===== src/rtl/pemc_pkg.sv =====
// Shared constants for the print engine motor drive logic.
// Assumes a single 250 MHz clock; all controller lines are synchronous to it.
package pemc_pkg;

    // Clock and reference frequencies
    localparam int unsigned CLK_HZ        = 250_000_000;  // mclk rate
    localparam int unsigned DEV_REF_HZ    = 420;          // Developer reference clock
    localparam int unsigned FUSER_REF_HZ  = 1087;         // Fuser reference, made by controller
    // Half period of the black developer's own reference, rounded down
    localparam int unsigned DEV_REF_HALF_CYC = CLK_HZ / (2 * DEV_REF_HZ);

    // Period measurement and drive widths
    localparam int unsigned PER_W = 24;                   // Holds 4x the slowest period
    localparam int unsigned DRV_W = 8;                    // Commutation advance level
    localparam logic [PER_W-1:0] PER_MAX = 24'hFFFFFF;    // Counter saturation value
    localparam logic [DRV_W-1:0] DRV_MAX = 8'hFF;         // Drive saturation value
    localparam logic [DRV_W-1:0] DRV_RST = 8'h00;         // Drive level after reset
    localparam int unsigned LOCK_TOL_SHIFT = 4;           // 1/16 = 6.25 percent window
    localparam logic [1:0]  SCALE_NORMAL   = 2'h0;        // Target period = reference
    localparam logic [1:0]  SCALE_QUARTER  = 2'h2;        // Target period x4 = quarter speed

    // Stepper sequencer
    localparam int unsigned NUM_STEPPERS = 3;             // Colour drum, black drum, belt
    localparam int unsigned POS_W        = 3;             // Eight half-step positions
    localparam logic [POS_W-1:0] POS_RST = 3'h0;          // Position after reset
    localparam logic [3:0]  COIL_OFF     = 4'h0;          // All coil drivers released

    // Excitation modes, from {excite_pattern_b, excite_pattern_a}
    typedef enum logic [1:0] {
        PEMC_EXC_TWO_PHASE = 2'h0,                        // Full step, two coils on
        PEMC_EXC_HALF      = 2'h1,                        // Half step
        PEMC_EXC_ONE_PHASE = 2'h2,                        // Full step, one coil on
        PEMC_EXC_HOLD      = 2'h3                         // Energised, no stepping
    } pemc_exc_t;

endpackage


===== src/rtl/pemc_motor_unit.sv =====
// Motor drive units: three 2-phase steppers, developer and fuser brushless motors.
// Assumes every controller line is synchronous to mclk and already debounced.
`timescale 1ns/1ns
// Overview of operation
// - Steppers follow step clock; monitor echoes it
// - Developer mode low colour, high black
// - Colour uses external reference; black internal
// - Compare feedback to reference, adjust commutation
// - Within 6.25 percent: status low, LED on
// - Developer runs while run_n low
// - Fuser runs while run_n low
// - Slow select low gives quarter fuser speed
module pemc_motor_unit #(
    parameter int unsigned DEV_REF_HALF = pemc_pkg::DEV_REF_HALF_CYC // Internal ref half period
) (
    input  wire logic                      mclk,                   // 250 MHz clock
    input  wire logic                      rst_n,                  // Async reset, active low
    input  wire logic                      step_control_clock,     // Step clock from controller
    input  wire logic                      color_drum_direction,   // Colour drum direction
    input  wire logic                      black_drum_direction,   // Black drum direction
    input  wire logic                      belt_motor_direction,   // Belt motor direction
    input  wire logic                      excite_pattern_a,       // Excitation select, bit 0
    input  wire logic                      excite_pattern_b,       // Excitation select, bit 1
    input  wire logic                      excite_wedge_select,    // Reduced-current select
    input  wire logic                      door_stop,              // High while a door is open
    input  wire logic                      developer_ref_clock,    // Colour developer reference
    input  wire logic                      developer_run_n,        // Developer on, active low
    input  wire logic                      developer_mode_select,  // Low colour, high black
    input  wire logic                      developer_fb_pulse,     // Developer speed feedback
    input  wire logic                      fuser_ref_clock,        // Fuser reference clock
    input  wire logic                      fuser_run_n,            // Fuser on, active low
    input  wire logic                      fuser_slow_select_n,    // Quarter speed, active low
    input  wire logic                      fuser_fb_pulse,         // Fuser speed feedback
    output logic                           step_clock_monitor,     // Registered step clock echo
    output logic [3:0]                     color_drum_coils,       // {A+,A-,B+,B-} drivers
    output logic [3:0]                     black_drum_coils,       // {A+,A-,B+,B-} drivers
    output logic [3:0]                     belt_motor_coils,       // {A+,A-,B+,B-} drivers
    output logic                           stepper_current_reduce, // Wedge reduced current
    output logic [pemc_pkg::DRV_W-1:0]     developer_drive_level,  // Developer advance level
    output logic                           developer_color_active, // Colour train selected
    output logic                           developer_lock_n,       // Speed lock, active low
    output logic                           lock_indicator_led,     // Lit while locked
    output logic [pemc_pkg::DRV_W-1:0]     fuser_drive_level,      // Fuser advance level
    output logic                           fuser_lock              // Fuser inside window
);
    import pemc_pkg::*;

    // All three steppers share the step clock and the mode lines,
    // so the sequencers differ only in their direction line.
    // Positions wrap round the eight table entries either way.

    // Half-step table: even entries one coil, odd entries two coils
    localparam logic [3:0] COIL_TABLE [8] = '{
        4'h8, 4'hA, 4'h2, 4'h6, 4'h4, 4'h5, 4'h1, 4'h9
    };
    // Last count of the internal divider, one half period
    localparam logic [PER_W-1:0] HALF_LAST = PER_W'(DEV_REF_HALF - 1);

    // Stepper, internal reference and developer mode state
    logic                           step_prev_ff;     // Step clock history
    logic [POS_W-1:0]               pos_ff [NUM_STEPPERS]; // Sequencer positions
    logic [3:0]                     coil_ff [NUM_STEPPERS]; // Registered coil drives
    logic                           wedge_ff;         // Registered current reduce
    logic [PER_W-1:0]               iref_cnt_ff;      // Internal reference divider
    logic                           iref_ff;          // Internal reference level
    logic                           mode_ff;          // Registered developer mode

    // Step clock edge, mode decode, per-motor direction
    wire        step_edge = step_control_clock & ~step_prev_ff;
    pemc_exc_t  exc_mode;
    assign exc_mode = pemc_exc_t'({excite_pattern_b, excite_pattern_a});
    // Direction vector, indexed like the sequencers below
    wire [NUM_STEPPERS-1:0] dir_vec = {belt_motor_direction,
                                       black_drum_direction,
                                       color_drum_direction};
    // Stepping is frozen while a door is open or in the hold mode
    // A lost step is not queued; the controller must send it again
    wire        step_go = step_edge & ~door_stop & (exc_mode != PEMC_EXC_HOLD);
    logic [POS_W-1:0] step_inc;

    // Step size follows the excitation mode
    always_comb begin
        // Every code is legal, so no default branch
        unique case (exc_mode)
            PEMC_EXC_HALF: step_inc = POS_W'(1);
            PEMC_EXC_HOLD: step_inc = POS_W'(0);
            PEMC_EXC_TWO_PHASE,
            PEMC_EXC_ONE_PHASE: step_inc = POS_W'(2);
        endcase
    end

    // Step clock echo, so the controller can see the clock arrive
    // The same flop is the edge detector's history
    always_ff @(posedge mclk or negedge rst_n) begin
        if (!rst_n) begin
            step_prev_ff <= 1'b0;
        end else begin
            step_prev_ff <= step_control_clock;
        end
    end
    assign step_clock_monitor = step_prev_ff;

    // One sequencer per stepping motor
    // Index 0 colour drum, 1 black drum, 2 belt
    genvar gi;
    generate
        for (gi = 0; gi < NUM_STEPPERS; gi++) begin : g_step
            wire [POS_W-1:0] moved   = dir_vec[gi] ? pos_ff[gi] - step_inc
                                                   : pos_ff[gi] + step_inc;
            // Stepping moves the position only on an accepted step
            wire [POS_W-1:0] stepped = step_go ? moved : pos_ff[gi];
            // Full-step modes pin the position parity to pick one or two coils
            wire [POS_W-1:0] nxt_pos =
                (exc_mode == PEMC_EXC_TWO_PHASE) ? (stepped | POS_W'(1)) :
                (exc_mode == PEMC_EXC_ONE_PHASE) ? (stepped & ~POS_W'(1)) :
                stepped;
            // Open door releases all coils so the motor cannot be driven
            wire [3:0]       nxt_coil = door_stop ? COIL_OFF : COIL_TABLE[nxt_pos];

            // Position and coil registers
            always_ff @(posedge mclk or negedge rst_n) begin
                if (!rst_n) begin
                    pos_ff[gi]  <= POS_RST;
                    coil_ff[gi] <= COIL_OFF;
                end else begin
                    pos_ff[gi]  <= nxt_pos;
                    coil_ff[gi] <= nxt_coil;
                end
            end
        end
    endgenerate

    // Coil drives leave straight from flops, so they never glitch
    // while the table lookup settles
    assign color_drum_coils = coil_ff[0];
    assign black_drum_coils = coil_ff[1];
    assign belt_motor_coils = coil_ff[2];

    // Wedge lowers holding current; registered to keep the output glitch free
    // It scales current only and never alters the coil pattern
    always_ff @(posedge mclk or negedge rst_n) begin
        if (!rst_n) begin
            wedge_ff <= 1'b0;
        end else begin
            wedge_ff <= excite_wedge_select;
        end
    end
    assign stepper_current_reduce = wedge_ff;

    // Black developer makes its own reference; runs free so lock is quick
    // Limitation: its phase is not tied to the external line, so a
    // switch from colour to black has to earn lock again
    wire iref_wrap = (iref_cnt_ff == HALF_LAST);
    always_ff @(posedge mclk or negedge rst_n) begin
        if (!rst_n) begin
            iref_cnt_ff <= '0;
            iref_ff     <= 1'b0;
        end else if (iref_wrap) begin
            // Toggle and restart at the end count
            iref_cnt_ff <= '0;
            iref_ff     <= ~iref_ff;
        end else begin
            iref_cnt_ff <= iref_cnt_ff + PER_W'(1);
        end
    end

    // Developer mode: low colour with external reference, high black with own
    // The source mux switches at once; the regulator may see one stray
    // period and then relocks
    wire dev_black = developer_mode_select;
    wire dev_ref   = dev_black ? iref_ff : developer_ref_clock;
    wire dev_run   = ~developer_run_n;
    wire dev_lock;

    // Mode echo, registered like the other status outputs
    always_ff @(posedge mclk or negedge rst_n) begin
        if (!rst_n) begin
            mode_ff <= 1'b0;
        end else begin
            mode_ff <= ~dev_black;
        end
    end
    assign developer_color_active = mode_ff;

    // Developer regulator; a mode change restarts lock through period refresh
    pemc_speed_reg u_dev_reg (
        .mclk        (mclk),
        .rst_n       (rst_n),
        .run         (dev_run),
        .scale       (SCALE_NORMAL),
        .ref_clk     (dev_ref),
        .fb_pulse    (developer_fb_pulse),
        .drive_level (developer_drive_level),
        .locked      (dev_lock)
    );
    // Lock shows low on the status line and high on the lamp
    assign developer_lock_n   = ~dev_lock;
    assign lock_indicator_led = dev_lock;

    // Fuser: slow select stretches the target period four times
    // The reference line keeps its normal rate in slow mode
    wire       fus_run   = ~fuser_run_n;
    wire [1:0] fus_scale = fuser_slow_select_n ? SCALE_NORMAL : SCALE_QUARTER;

    // Fuser regulator, same logic as the developer's
    pemc_speed_reg u_fus_reg (
        .mclk        (mclk),
        .rst_n       (rst_n),
        .run         (fus_run),
        .scale       (fus_scale),
        .ref_clk     (fuser_ref_clock),
        .fb_pulse    (fuser_fb_pulse),
        .drive_level (fuser_drive_level),
        .locked      (fuser_lock)
    );
    // The fuser has no lamp; only its lock port reports
endmodule


===== src/rtl/pemc_speed_reg.sv =====
// Speed regulator for one brushless motor unit.
// Assumes reference and feedback pulses are clean, synchronous levels.
`timescale 1ns/1ns
module pemc_speed_reg (
    input  wire logic                        mclk,        // 250 MHz clock
    input  wire logic                        rst_n,       // Async reset, active low
    input  wire logic                        run,         // Motor commanded on
    input  wire logic [1:0]                  scale,       // Target period shift
    input  wire logic                        ref_clk,     // Reference clock level
    input  wire logic                        fb_pulse,    // Speed feedback pulse level
    output logic [pemc_pkg::DRV_W-1:0]       drive_level, // Commutation advance
    output logic                             locked       // Period inside window
);
    import pemc_pkg::*;

    logic             ref_prev_ff, fb_prev_ff;            // Edge history
    logic [PER_W-1:0] ref_cnt_ff, fb_cnt_ff;              // Running period counters
    logic [PER_W-1:0] ref_per_ff, fb_per_ff;              // Captured periods
    logic             ref_ok_ff, fb_ok_ff;                // A full period was seen
    logic [DRV_W-1:0] drv_ff;                             // Advance level
    logic             lock_ff;                            // Registered lock

    // Rising edges and the comparison window
    wire              ref_edge = ref_clk & ~ref_prev_ff;
    wire              fb_edge  = fb_pulse & ~fb_prev_ff;
    wire [PER_W-1:0]  target   = ref_per_ff << scale;      // Slow mode stretches target
    wire [PER_W-1:0]  tol      = target >> LOCK_TOL_SHIFT;
    wire [PER_W:0]    hi_lim   = {1'b0, target} + {1'b0, tol};
    wire [PER_W:0]    lo_lim   = {1'b0, target} - {1'b0, tol};
    wire              valid    = ref_ok_ff & fb_ok_ff;
    wire              too_slow = valid & ({1'b0, fb_per_ff} > hi_lim);
    wire              too_fast = valid & ({1'b0, fb_per_ff} < lo_lim);
    wire [PER_W-1:0]  nxt_ref_cnt = ref_edge ? PER_W'(1) :
                                   (ref_cnt_ff == PER_MAX) ? PER_MAX : ref_cnt_ff + PER_W'(1);
    wire [PER_W-1:0]  nxt_fb_cnt  = fb_edge ? PER_W'(1) :
                                   (fb_cnt_ff == PER_MAX) ? PER_MAX : fb_cnt_ff + PER_W'(1);
    // Advance up when slow, down when fast, saturating at both ends
    wire [DRV_W-1:0]  nxt_drv  = !run ? DRV_RST :
                                 (too_slow && drv_ff != DRV_MAX) ? drv_ff + DRV_W'(1) :
                                 (too_fast && drv_ff != DRV_RST) ? drv_ff - DRV_W'(1) : drv_ff;

    // Edge history and counters
    always_ff @(posedge mclk or negedge rst_n) begin
        if (!rst_n) begin
            ref_prev_ff <= 1'b0;
            fb_prev_ff  <= 1'b0;
            ref_cnt_ff  <= '0;
            fb_cnt_ff   <= '0;
        end else begin
            ref_prev_ff <= ref_clk;
            fb_prev_ff  <= fb_pulse;
            ref_cnt_ff  <= nxt_ref_cnt;
            fb_cnt_ff   <= nxt_fb_cnt;
        end
    end

    // Period capture; a stopped motor forgets old periods so lock is re-earned
    always_ff @(posedge mclk or negedge rst_n) begin
        if (!rst_n) begin
            ref_per_ff <= '0;
            fb_per_ff  <= '0;
            ref_ok_ff  <= 1'b0;
            fb_ok_ff   <= 1'b0;
        end else if (!run) begin
            ref_ok_ff  <= 1'b0;
            fb_ok_ff   <= 1'b0;
        end else begin
            if (ref_edge && ref_cnt_ff != '0) begin
                ref_per_ff <= ref_cnt_ff;
                ref_ok_ff  <= 1'b1;
            end
            if (fb_edge && fb_cnt_ff != '0) begin
                fb_per_ff  <= fb_cnt_ff;
                fb_ok_ff   <= 1'b1;
            end
        end
    end

    // Commutation advance and lock flag
    always_ff @(posedge mclk or negedge rst_n) begin
        if (!rst_n) begin
            drv_ff  <= DRV_RST;
            lock_ff <= 1'b0;
        end else begin
            drv_ff  <= nxt_drv;
            lock_ff <= run & valid & ~too_slow & ~too_fast;
        end
    end

    assign drive_level = drv_ff;
    assign locked      = lock_ff;
endmodule


===== config.mk =====
export PLATFORM = sky130hd
export DESIGN_NAME = pemc_motor_unit
export DESIGN_NICKNAME = d
export VERILOG_FILES = /design/src/rtl/pemc_pkg.sv /design/src/rtl/pemc_motor_unit.sv /design/src/rtl/pemc_speed_reg.sv
export SDC_FILE = /design/constraint.sdc
export NUM_CORES = 1
export LEC_CHECK = 0
export CAP_MARGIN = 10
export CORE_UTILIZATION = 35
export CTS_CLUSTER_SIZE = 16
export DETAILED_ROUTE_END_ITERATION = 12
export DONT_BUFFER_PORTS = 1
export HOLD_SLACK_MARGIN = 0.12
export PLACE_DENSITY = 0.48
export SETUP_SLACK_MARGIN = 0.5
export SLEW_MARGIN = 20
export SYNTH_ARGS = -nofsm -noshare
export SYNTH_HDL_FRONTEND = slang
export SYNTH_SLANG_ARGS = --single-unit

===== constraint.sdc =====
create_clock -name mclk -period 11.1 [get_ports mclk]
set_clock_uncertainty 0.15 [all_clocks]
set_input_delay 0.555 -clock mclk [delete_from_list [all_inputs] [get_ports mclk]]
set_output_delay 0.555 -clock mclk [all_outputs]
set_load 0.05 [all_outputs]

**Word-level counts from Yosys, hierarchy flattened**

Memory sizes are Yosys's and may differ from the RTL's.
Index checks and enable logic that the tools add are counted.

- Add/sub/neg operators: 19
- $lt $le $gt $ge: 7
- Eq/ne operators: 11
- Shifts and indexed selects: 1
- Muxes and demuxes: 47
- Bitwise logic cells: 37
- Reduce and logical (&&, ||, !) cells: 26

Operator list:

| kind | count |
|---|---|
| two-way mux 24 bit | 9 |
| adder 24 x 1 -> 24 bit, second input constant | 5 |
| equality test 24 bit, second input constant | 4 |
| nonzero test 24 bit | 4 |
| adder 24 x 20 -> 25 bit | 2 |
| greater-than comparator 24 x 25 -> 1 bit | 2 |
| < comparator 24 x 25 -> 1 bit | 2 |
| subtractor 24 x 20 -> 25 bit | 2 |
| two-way mux 8 bit | 6 |
| two-way mux 4 bit | 9 |
| equality test 24 x 19 -> 1 bit, second input constant | 1 |
| << shifter 24 x 2 -> 24 bit | 1 |
| bitwise AND 1 bit | 19 |
| two-way mux 3 bit | 6 |
| adder 8 x 1 -> 8 bit, second input constant | 2 |
| inequality test 8 bit, second input constant | 2 |
| nonzero test 8 bit | 2 |
| subtractor 8 x 1 -> 8 bit, second input constant | 2 |
| two-way mux 1 bit | 15 |
| inverter 1 bit | 15 |
| greater-or-equal comparator 4 bit, second input constant | 3 |
| inverter 3 -> 4 bit | 3 |
| adder 3 bit | 3 |
| case mux 3 bit (3 select lines) | 1 |
| other kinds (11) | 28 |

- Bits in registers: 267
- Memory bits (read-only): 96
- Output and inout port bits: 34
- Logic and storage cells: 182
- Memories kept: 3

Memories:

| memory | depth | width | rd ports | clocked after memory_dff | wr ports | line | source |
|---|---|---|---|---|---|---|---|
| (no name shown) | 8 | 4 | 1 | 0 | 0 | pemc_motor_unit.sv:118 | `wire [3:0] nxt_coil = door_stop ? COIL_OFF : COIL_TABLE[nxt_pos];` |
| (no name shown) | 8 | 4 | 1 | 0 | 0 | pemc_motor_unit.sv:118 |  |
| (no name shown) | 8 | 4 | 1 | 0 | 0 | pemc_motor_unit.sv:118 |  |

**Longest topological paths before layout**

- Depth in word-level cells: 13
- Mapped depth: 33

**By module**

From an unflattened synthesis, not the netlist that was laid out.

- Cells, all modules: 2231
- Area, all modules: 20309.5 um^2

Modules (own cells, without submodules):

| module | instances | cells an instance | area an instance (um^2) | sequential area each (um^2) |
|---|---|---|---|---|
| pemc_speed_reg (u_fus_reg) | 1 | 1021 | 8959.8 | 2727.6 |
| pemc_speed_reg (u_dev_reg) | 1 | 987 | 8922.3 | 2727.6 |
| pemc_motor_unit | 1 | 223 | 2427.3 | 1226.2 |

**Worst setup path before layout**

OpenSTA, ideal clock, no wires.

- Path kind: input-to-reg
- Start point: input port fuser_slow_select_n
- End point: register u_fus_reg.drv_ff[7], in the netlist u_fus_reg.drive_level[7]
- Setup time: 128 ps
- Arrival time: 6915 ps
- Data required time: 10822 ps
- Slack: 3908 ps
- Cell stages on the path: 30
- Path buffers: 3
- Cell sequence: buf_4 > buf_1 > mux2i_1 > inv_1 > ha_1 > clkbuf_1 > or3_1 > o22ai_1 > o22ai_1 > a2bb2oi_1 > or2_2 > o41ai_1 > xor2_1 > ha_1 > nand3_1 > or3_1 > o221ai_1 > a21o_1 > nand3_1 > nor3_2 > inv_1 > ha_1 > a21o_1 > a21oi_1 > nor2b_1 > o21a_1 > o41ai_1 > nand2b_1 > mux2i_1 > mux2_1

- Word-level cells in the longest chain between the ends: 8
- Elaborated cells between the ends (all ways): 13
- Classes of those cells: add/sub: 2; order compare: 2; shift: 1; mux: 3; bitwise: 2; reduce/logical: 3

Ends and longest elaborated chain:

| what | line | source |
|---|---|---|
| from (decl) | pemc_motor_unit.sv:32 | `input wire logic fuser_slow_select_n,` |
| two-way mux 2 bit (*) | pemc_motor_unit.sv:203 | `wire [1:0] fus_scale = fuser_slow_select_n ? SCALE_NORMAL : SCALE_QUARTER;` |
| << shifter 24 x 2 -> 24 bit (*) | pemc_speed_reg.sv:26 | `wire [PER_W-1:0] target = ref_per_ff << scale;` |
| adder 24 x 20 -> 25 bit | pemc_speed_reg.sv:28 | `wire [PER_W:0] hi_lim = {1'b0, target} + {1'b0, tol};` |
| greater-than comparator 24 x 25 -> 1 bit | pemc_speed_reg.sv:31 | `wire too_slow = valid & ({1'b0, fb_per_ff} > hi_lim);` |
| bitwise AND 1 bit | pemc_speed_reg.sv:31 |  |
| logical AND 1 bit | pemc_speed_reg.sv:39 | `(too_slow && drv_ff != DRV_MAX) ? drv_ff + DRV_W'(1) :` |
| two-way mux 8 bit | pemc_speed_reg.sv:39 |  |
| two-way mux 8 bit | pemc_speed_reg.sv:38 | `wire [DRV_W-1:0] nxt_drv = !run ? DRV_RST :` |
| to (signal assigned) | pemc_speed_reg.sv:85 | `drv_ff <= nxt_drv;` |
| to (decl) | pemc_speed_reg.sv:20 | `logic [DRV_W-1:0] drv_ff;` |

Every way passes the cells marked *; elsewhere a longest branch is shown, timed or not.
A chain may end at the register's enable or synchronous reset.

**Worst setup path after layout**

- Start point: register u_dev_reg.ref_per_ff[4]
- End point: register u_dev_reg.drv_ff[7], in the netlist u_dev_reg.drive_level[7]

- Word-level cells in the longest chain between the ends: 6
- Elaborated cells between the ends (all ways): 11
- Classes of those cells: add/sub: 2; order compare: 2; mux: 2; bitwise: 2; reduce/logical: 3

Ends and longest elaborated chain:

| what | line | source |
|---|---|---|
| from (decl) | pemc_speed_reg.sv:18 | `logic [PER_W-1:0] ref_per_ff, fb_per_ff;` |
| from (signal assigned) | pemc_speed_reg.sv:69 | `ref_per_ff <= ref_cnt_ff;` |
| adder 24 x 20 -> 25 bit | pemc_speed_reg.sv:28 |  |
| greater-than comparator 24 x 25 -> 1 bit | pemc_speed_reg.sv:31 |  |
| bitwise AND 1 bit | pemc_speed_reg.sv:31 |  |
| logical AND 1 bit | pemc_speed_reg.sv:39 |  |
| two-way mux 8 bit | pemc_speed_reg.sv:39 |  |
| two-way mux 8 bit | pemc_speed_reg.sv:38 |  |
| to (signal assigned) | pemc_speed_reg.sv:85 |  |
| to (decl) | pemc_speed_reg.sv:20 |  |

Several ways; a longest one is shown, not always the timed one.

==> results.cfg <==
[worst_setup_path]
regToRegStartpoint = u_dev_reg.ref_per_ff[4]
cp-end-kind = register
crit_arrival_ns = 7.54
crit_slowest_cell = or4_4
slowest_delay_ns = 0.53
timing.rr.end = u_dev_reg.drive_level[7]
path_max_fanout = 6
path_class = reg -> reg
r2r_cells = 29
cpMostUsedCell = ha_1
reg2reg_slack_ns = 3.85
cp-start-kind = register
crit_required_ns = 11.39

[yosys]
synth_common_cells = dfrtp_1 (267), ha_1 (199), a21oi_1 (190)
synth-xor-area-share_pct = 8.92
synth-adder-area-share_pct = 14.1
yosysMostFrequentCell = dfrtp_1
yosys_warnings = 0
async_reset_ff_share_pct = 100
synth_ff_type = dfrtp_1
synth_compound_area_share_pct = 13.8
ys_top_cells_by_area = dfrtp_1 (35%), ha_1 (13%), xnor2_1 (5.4%)
synth-seq-cells = 267
synthMuxAreaShare_pct = 7.40
ys_seq_area_share_pct = 35.3
synthSimpleGateAreaFrac_pct = 16.2
synthCells = 2028
syn_area_mm2 = 0.0189
synth-edff-count = 0
ys_types = 89
yosysTopAreaCellShare_pct = 35.3
synth_top_family_by_area = simple AND/OR/NAND/NOR gates
syn_nets = 2254
avgSynthCellArea_um2 = 9.34
yosysTopAreaCell = dfrtp_1

[min_path]
holdPathStages = 3
hold_path_end = pos_ff[6]
hold_start = excite_pattern_a
min_path_type = in -> reg

[sta]
worst_slew_pin_slew_ns = 1.03
rsz0062_at_grt = false
period_needed_ns = 7.25
setup_viol_count_final = 0
finalHoldViolCount = 0
fmax_mhz = 138
period_share_pct = 65.4
fin_ws_ns = 3.85
slew_headroom_pct = 30.7
final.setup.tns_ns = 0
finalMaxSlewViolations = 0

[detailed_routing]
wl_per_cell_um = 16.1
first_pass_iters = 5
wirelength_mm = 44.0
viasPerCell = 5.22
vias = 14250
drc_errors = 0
dr.first_iter.drc_count = 939
ant_nets = 0

[final_layout]
drive_gt1_share_pct = 9.65
area_growth_pct = 10.9
final_nets = 2242
final_area_mm2 = 0.0210
antenna_cells = 0

[clock_tree]
cts_tree = built
clock_sinks = 267
cts_resized = 0
clk_latency_ns = 0.54
cts_buffers = 35
htree_levels = 2
root_buffer = clkbuf_16
cts_max_path_buffers = 3
clk_pin_slew_ns = 0.06

[place]
dpl.hpwl_mm = 32.2
dp_slack_ns = 3.86
numPortBuffers = 0
gp_congestion = 0.828
postPlaceCellArea_mm2 = 0.0196

[die]
io_pins = 52
coreArea_mm2 = 0.0530
die_y_um = 235
dieWidth_um = 235
num_rows = 84
die_area_mm2 = 0.0551
start_util_pct = 35.8

[pwr]
ir_drop_uv = 89.6
power_density_mw_per_mm2 = 191
power.total_mw = 4.02
p_leak_nw = 9.95

[global_route]
track_usage_pct = 16.2
grt_pass1_vias = 14061
grt_pass1_wl_mm = 74.1
antenna_found_initial = 1
globalRouteOverflowTotal = 0
grt_max_degree = 268

[outcome]
status = completed

[run]
max-cap-violations = 0
## metal layers
metal  up-vias  track usage, %  part of all wire (%)
met4         0            4.19                   1.7
met5         -               0                     0
li1       7163               -                     -
met1      6867            23.7                    52
met2       168            24.8                    43
met3        52            2.24                   2.8
## what timing repair did
item / 4_1_cts / 5_1_grt
setup buffers: 0 / 0
hold buffers: 12 / 1
hold endpoints to repair: 312 / 119
## final cells by class
| type | instances | area [um2] |
|---|---|---|
| clock buffers | 42 | 963 |
| clock inverters | 21 | 314 |
| fillers | 5334 | 32000 |
| inverters | 128 | 480 |
| multi-input cells | 1562 | 11500 |
| flip-flops and latches | 267 | 6680 |
| well taps | 688 | 861 |
| repair buffers | 22 | 235 |
## cells by family after synthesis
kind of cell               Yosys count
and+or+nand+nor                    613
AOI/OAI and AO/OA                  419
DFF                                267
adders and majority gates          208
buffers and inverters              199
xor gates and xnor gates           193
muxes                              129
## placed cells by master (no fill, tap or decap), drive strengths merged, types with 33 or more instances in the layout
cell type,n
nor2,173
xnor2,116
nor3,39
mux2i,40
nand2,118
mux2,89
inv,132
xor2,77
o21ai,75
nand3,66
a21oi,190
ha,199
and3,33
clkbuf,42
dfrtp,267
nand4,36
## where the power goes
part | total (mW) | leakage [nW] | switching, mW | internal (mW)
logic | 1.55 | 5.69 | 0.869 | 0.677
clock network | 1.25 | 0.628 | 0.466 | 0.789
registers | 1.22 | 3.62 | 0.155 | 1.06
total | 4.02 | 9.95 | 1.49 | 2.53
## critical path, delay by kind of cell, from the launching register on
kind | cells | cell delay, ns
compound gates | 12 | 2.59
simple gates | 10 | 2.40
fa+ha+maj | 4 | 1.18
flops | 1 | 0.41
buf+inv | 2 | 0.25
xor+xnor | 1 | 0.16
## worst max-delay path by stage
stage | slack (ns) | to | start
after floorplan | 3.91 | u_fus_reg.drive_level[7] | fuser_slow_select_n
after global placement | 3.96 | u_dev_reg.drive_level[7] | u_dev_reg.ref_per_ff[4]
after detailed placement | 3.86 | u_dev_reg.drive_level[7] | u_dev_reg.ref_per_ff[4]
after CTS | 3.80 | u_dev_reg.drive_level[7] | u_dev_reg.ref_per_ff[4]
after global routing | 3.29 | u_dev_reg.drive_level[7] | u_dev_reg.ref_per_ff[4]
final | 3.85 | u_dev_reg.drive_level[7] | u_dev_reg.ref_per_ff[4]
## flip-flops by register name (all words and copies together) (netlist names), 4 cells and up
register,count
u_fus_reg.fb_per_ff,24
u_dev_reg.drive_level,8
pos_ff,9
u_dev_reg.fb_per_ff,24
u_fus_reg.drive_level,8
color_drum_coils,4
u_dev_reg.fb_cnt_ff,24
iref_cnt_ff,24
u_fus_reg.ref_per_ff,24
u_fus_reg.fb_cnt_ff,24
u_dev_reg.ref_per_ff,24
u_fus_reg.ref_cnt_ff,24
black_drum_coils,4
belt_motor_coils,4
u_dev_reg.ref_cnt_ff,24
## per-stage QoR
| step | util (%) | hold WS, ns | instances |
|---|---|---|---|
| 3_3_place_gp | 36.9 | 0.119 | 2653 |
| 2_1_floorplan | - | 0.109 | 2028 |
| 5_1_grt | 39.7 | 0.244 | 2730 |
| 4_1_cts | 39.6 | 0.133 | 2728 |
| 6_report | 39.7 | 0.240 | 2730 |
| 3_5_place_dp | 36.9 | 0.120 | 2653 |
Power figures use the tool's default switching activity.
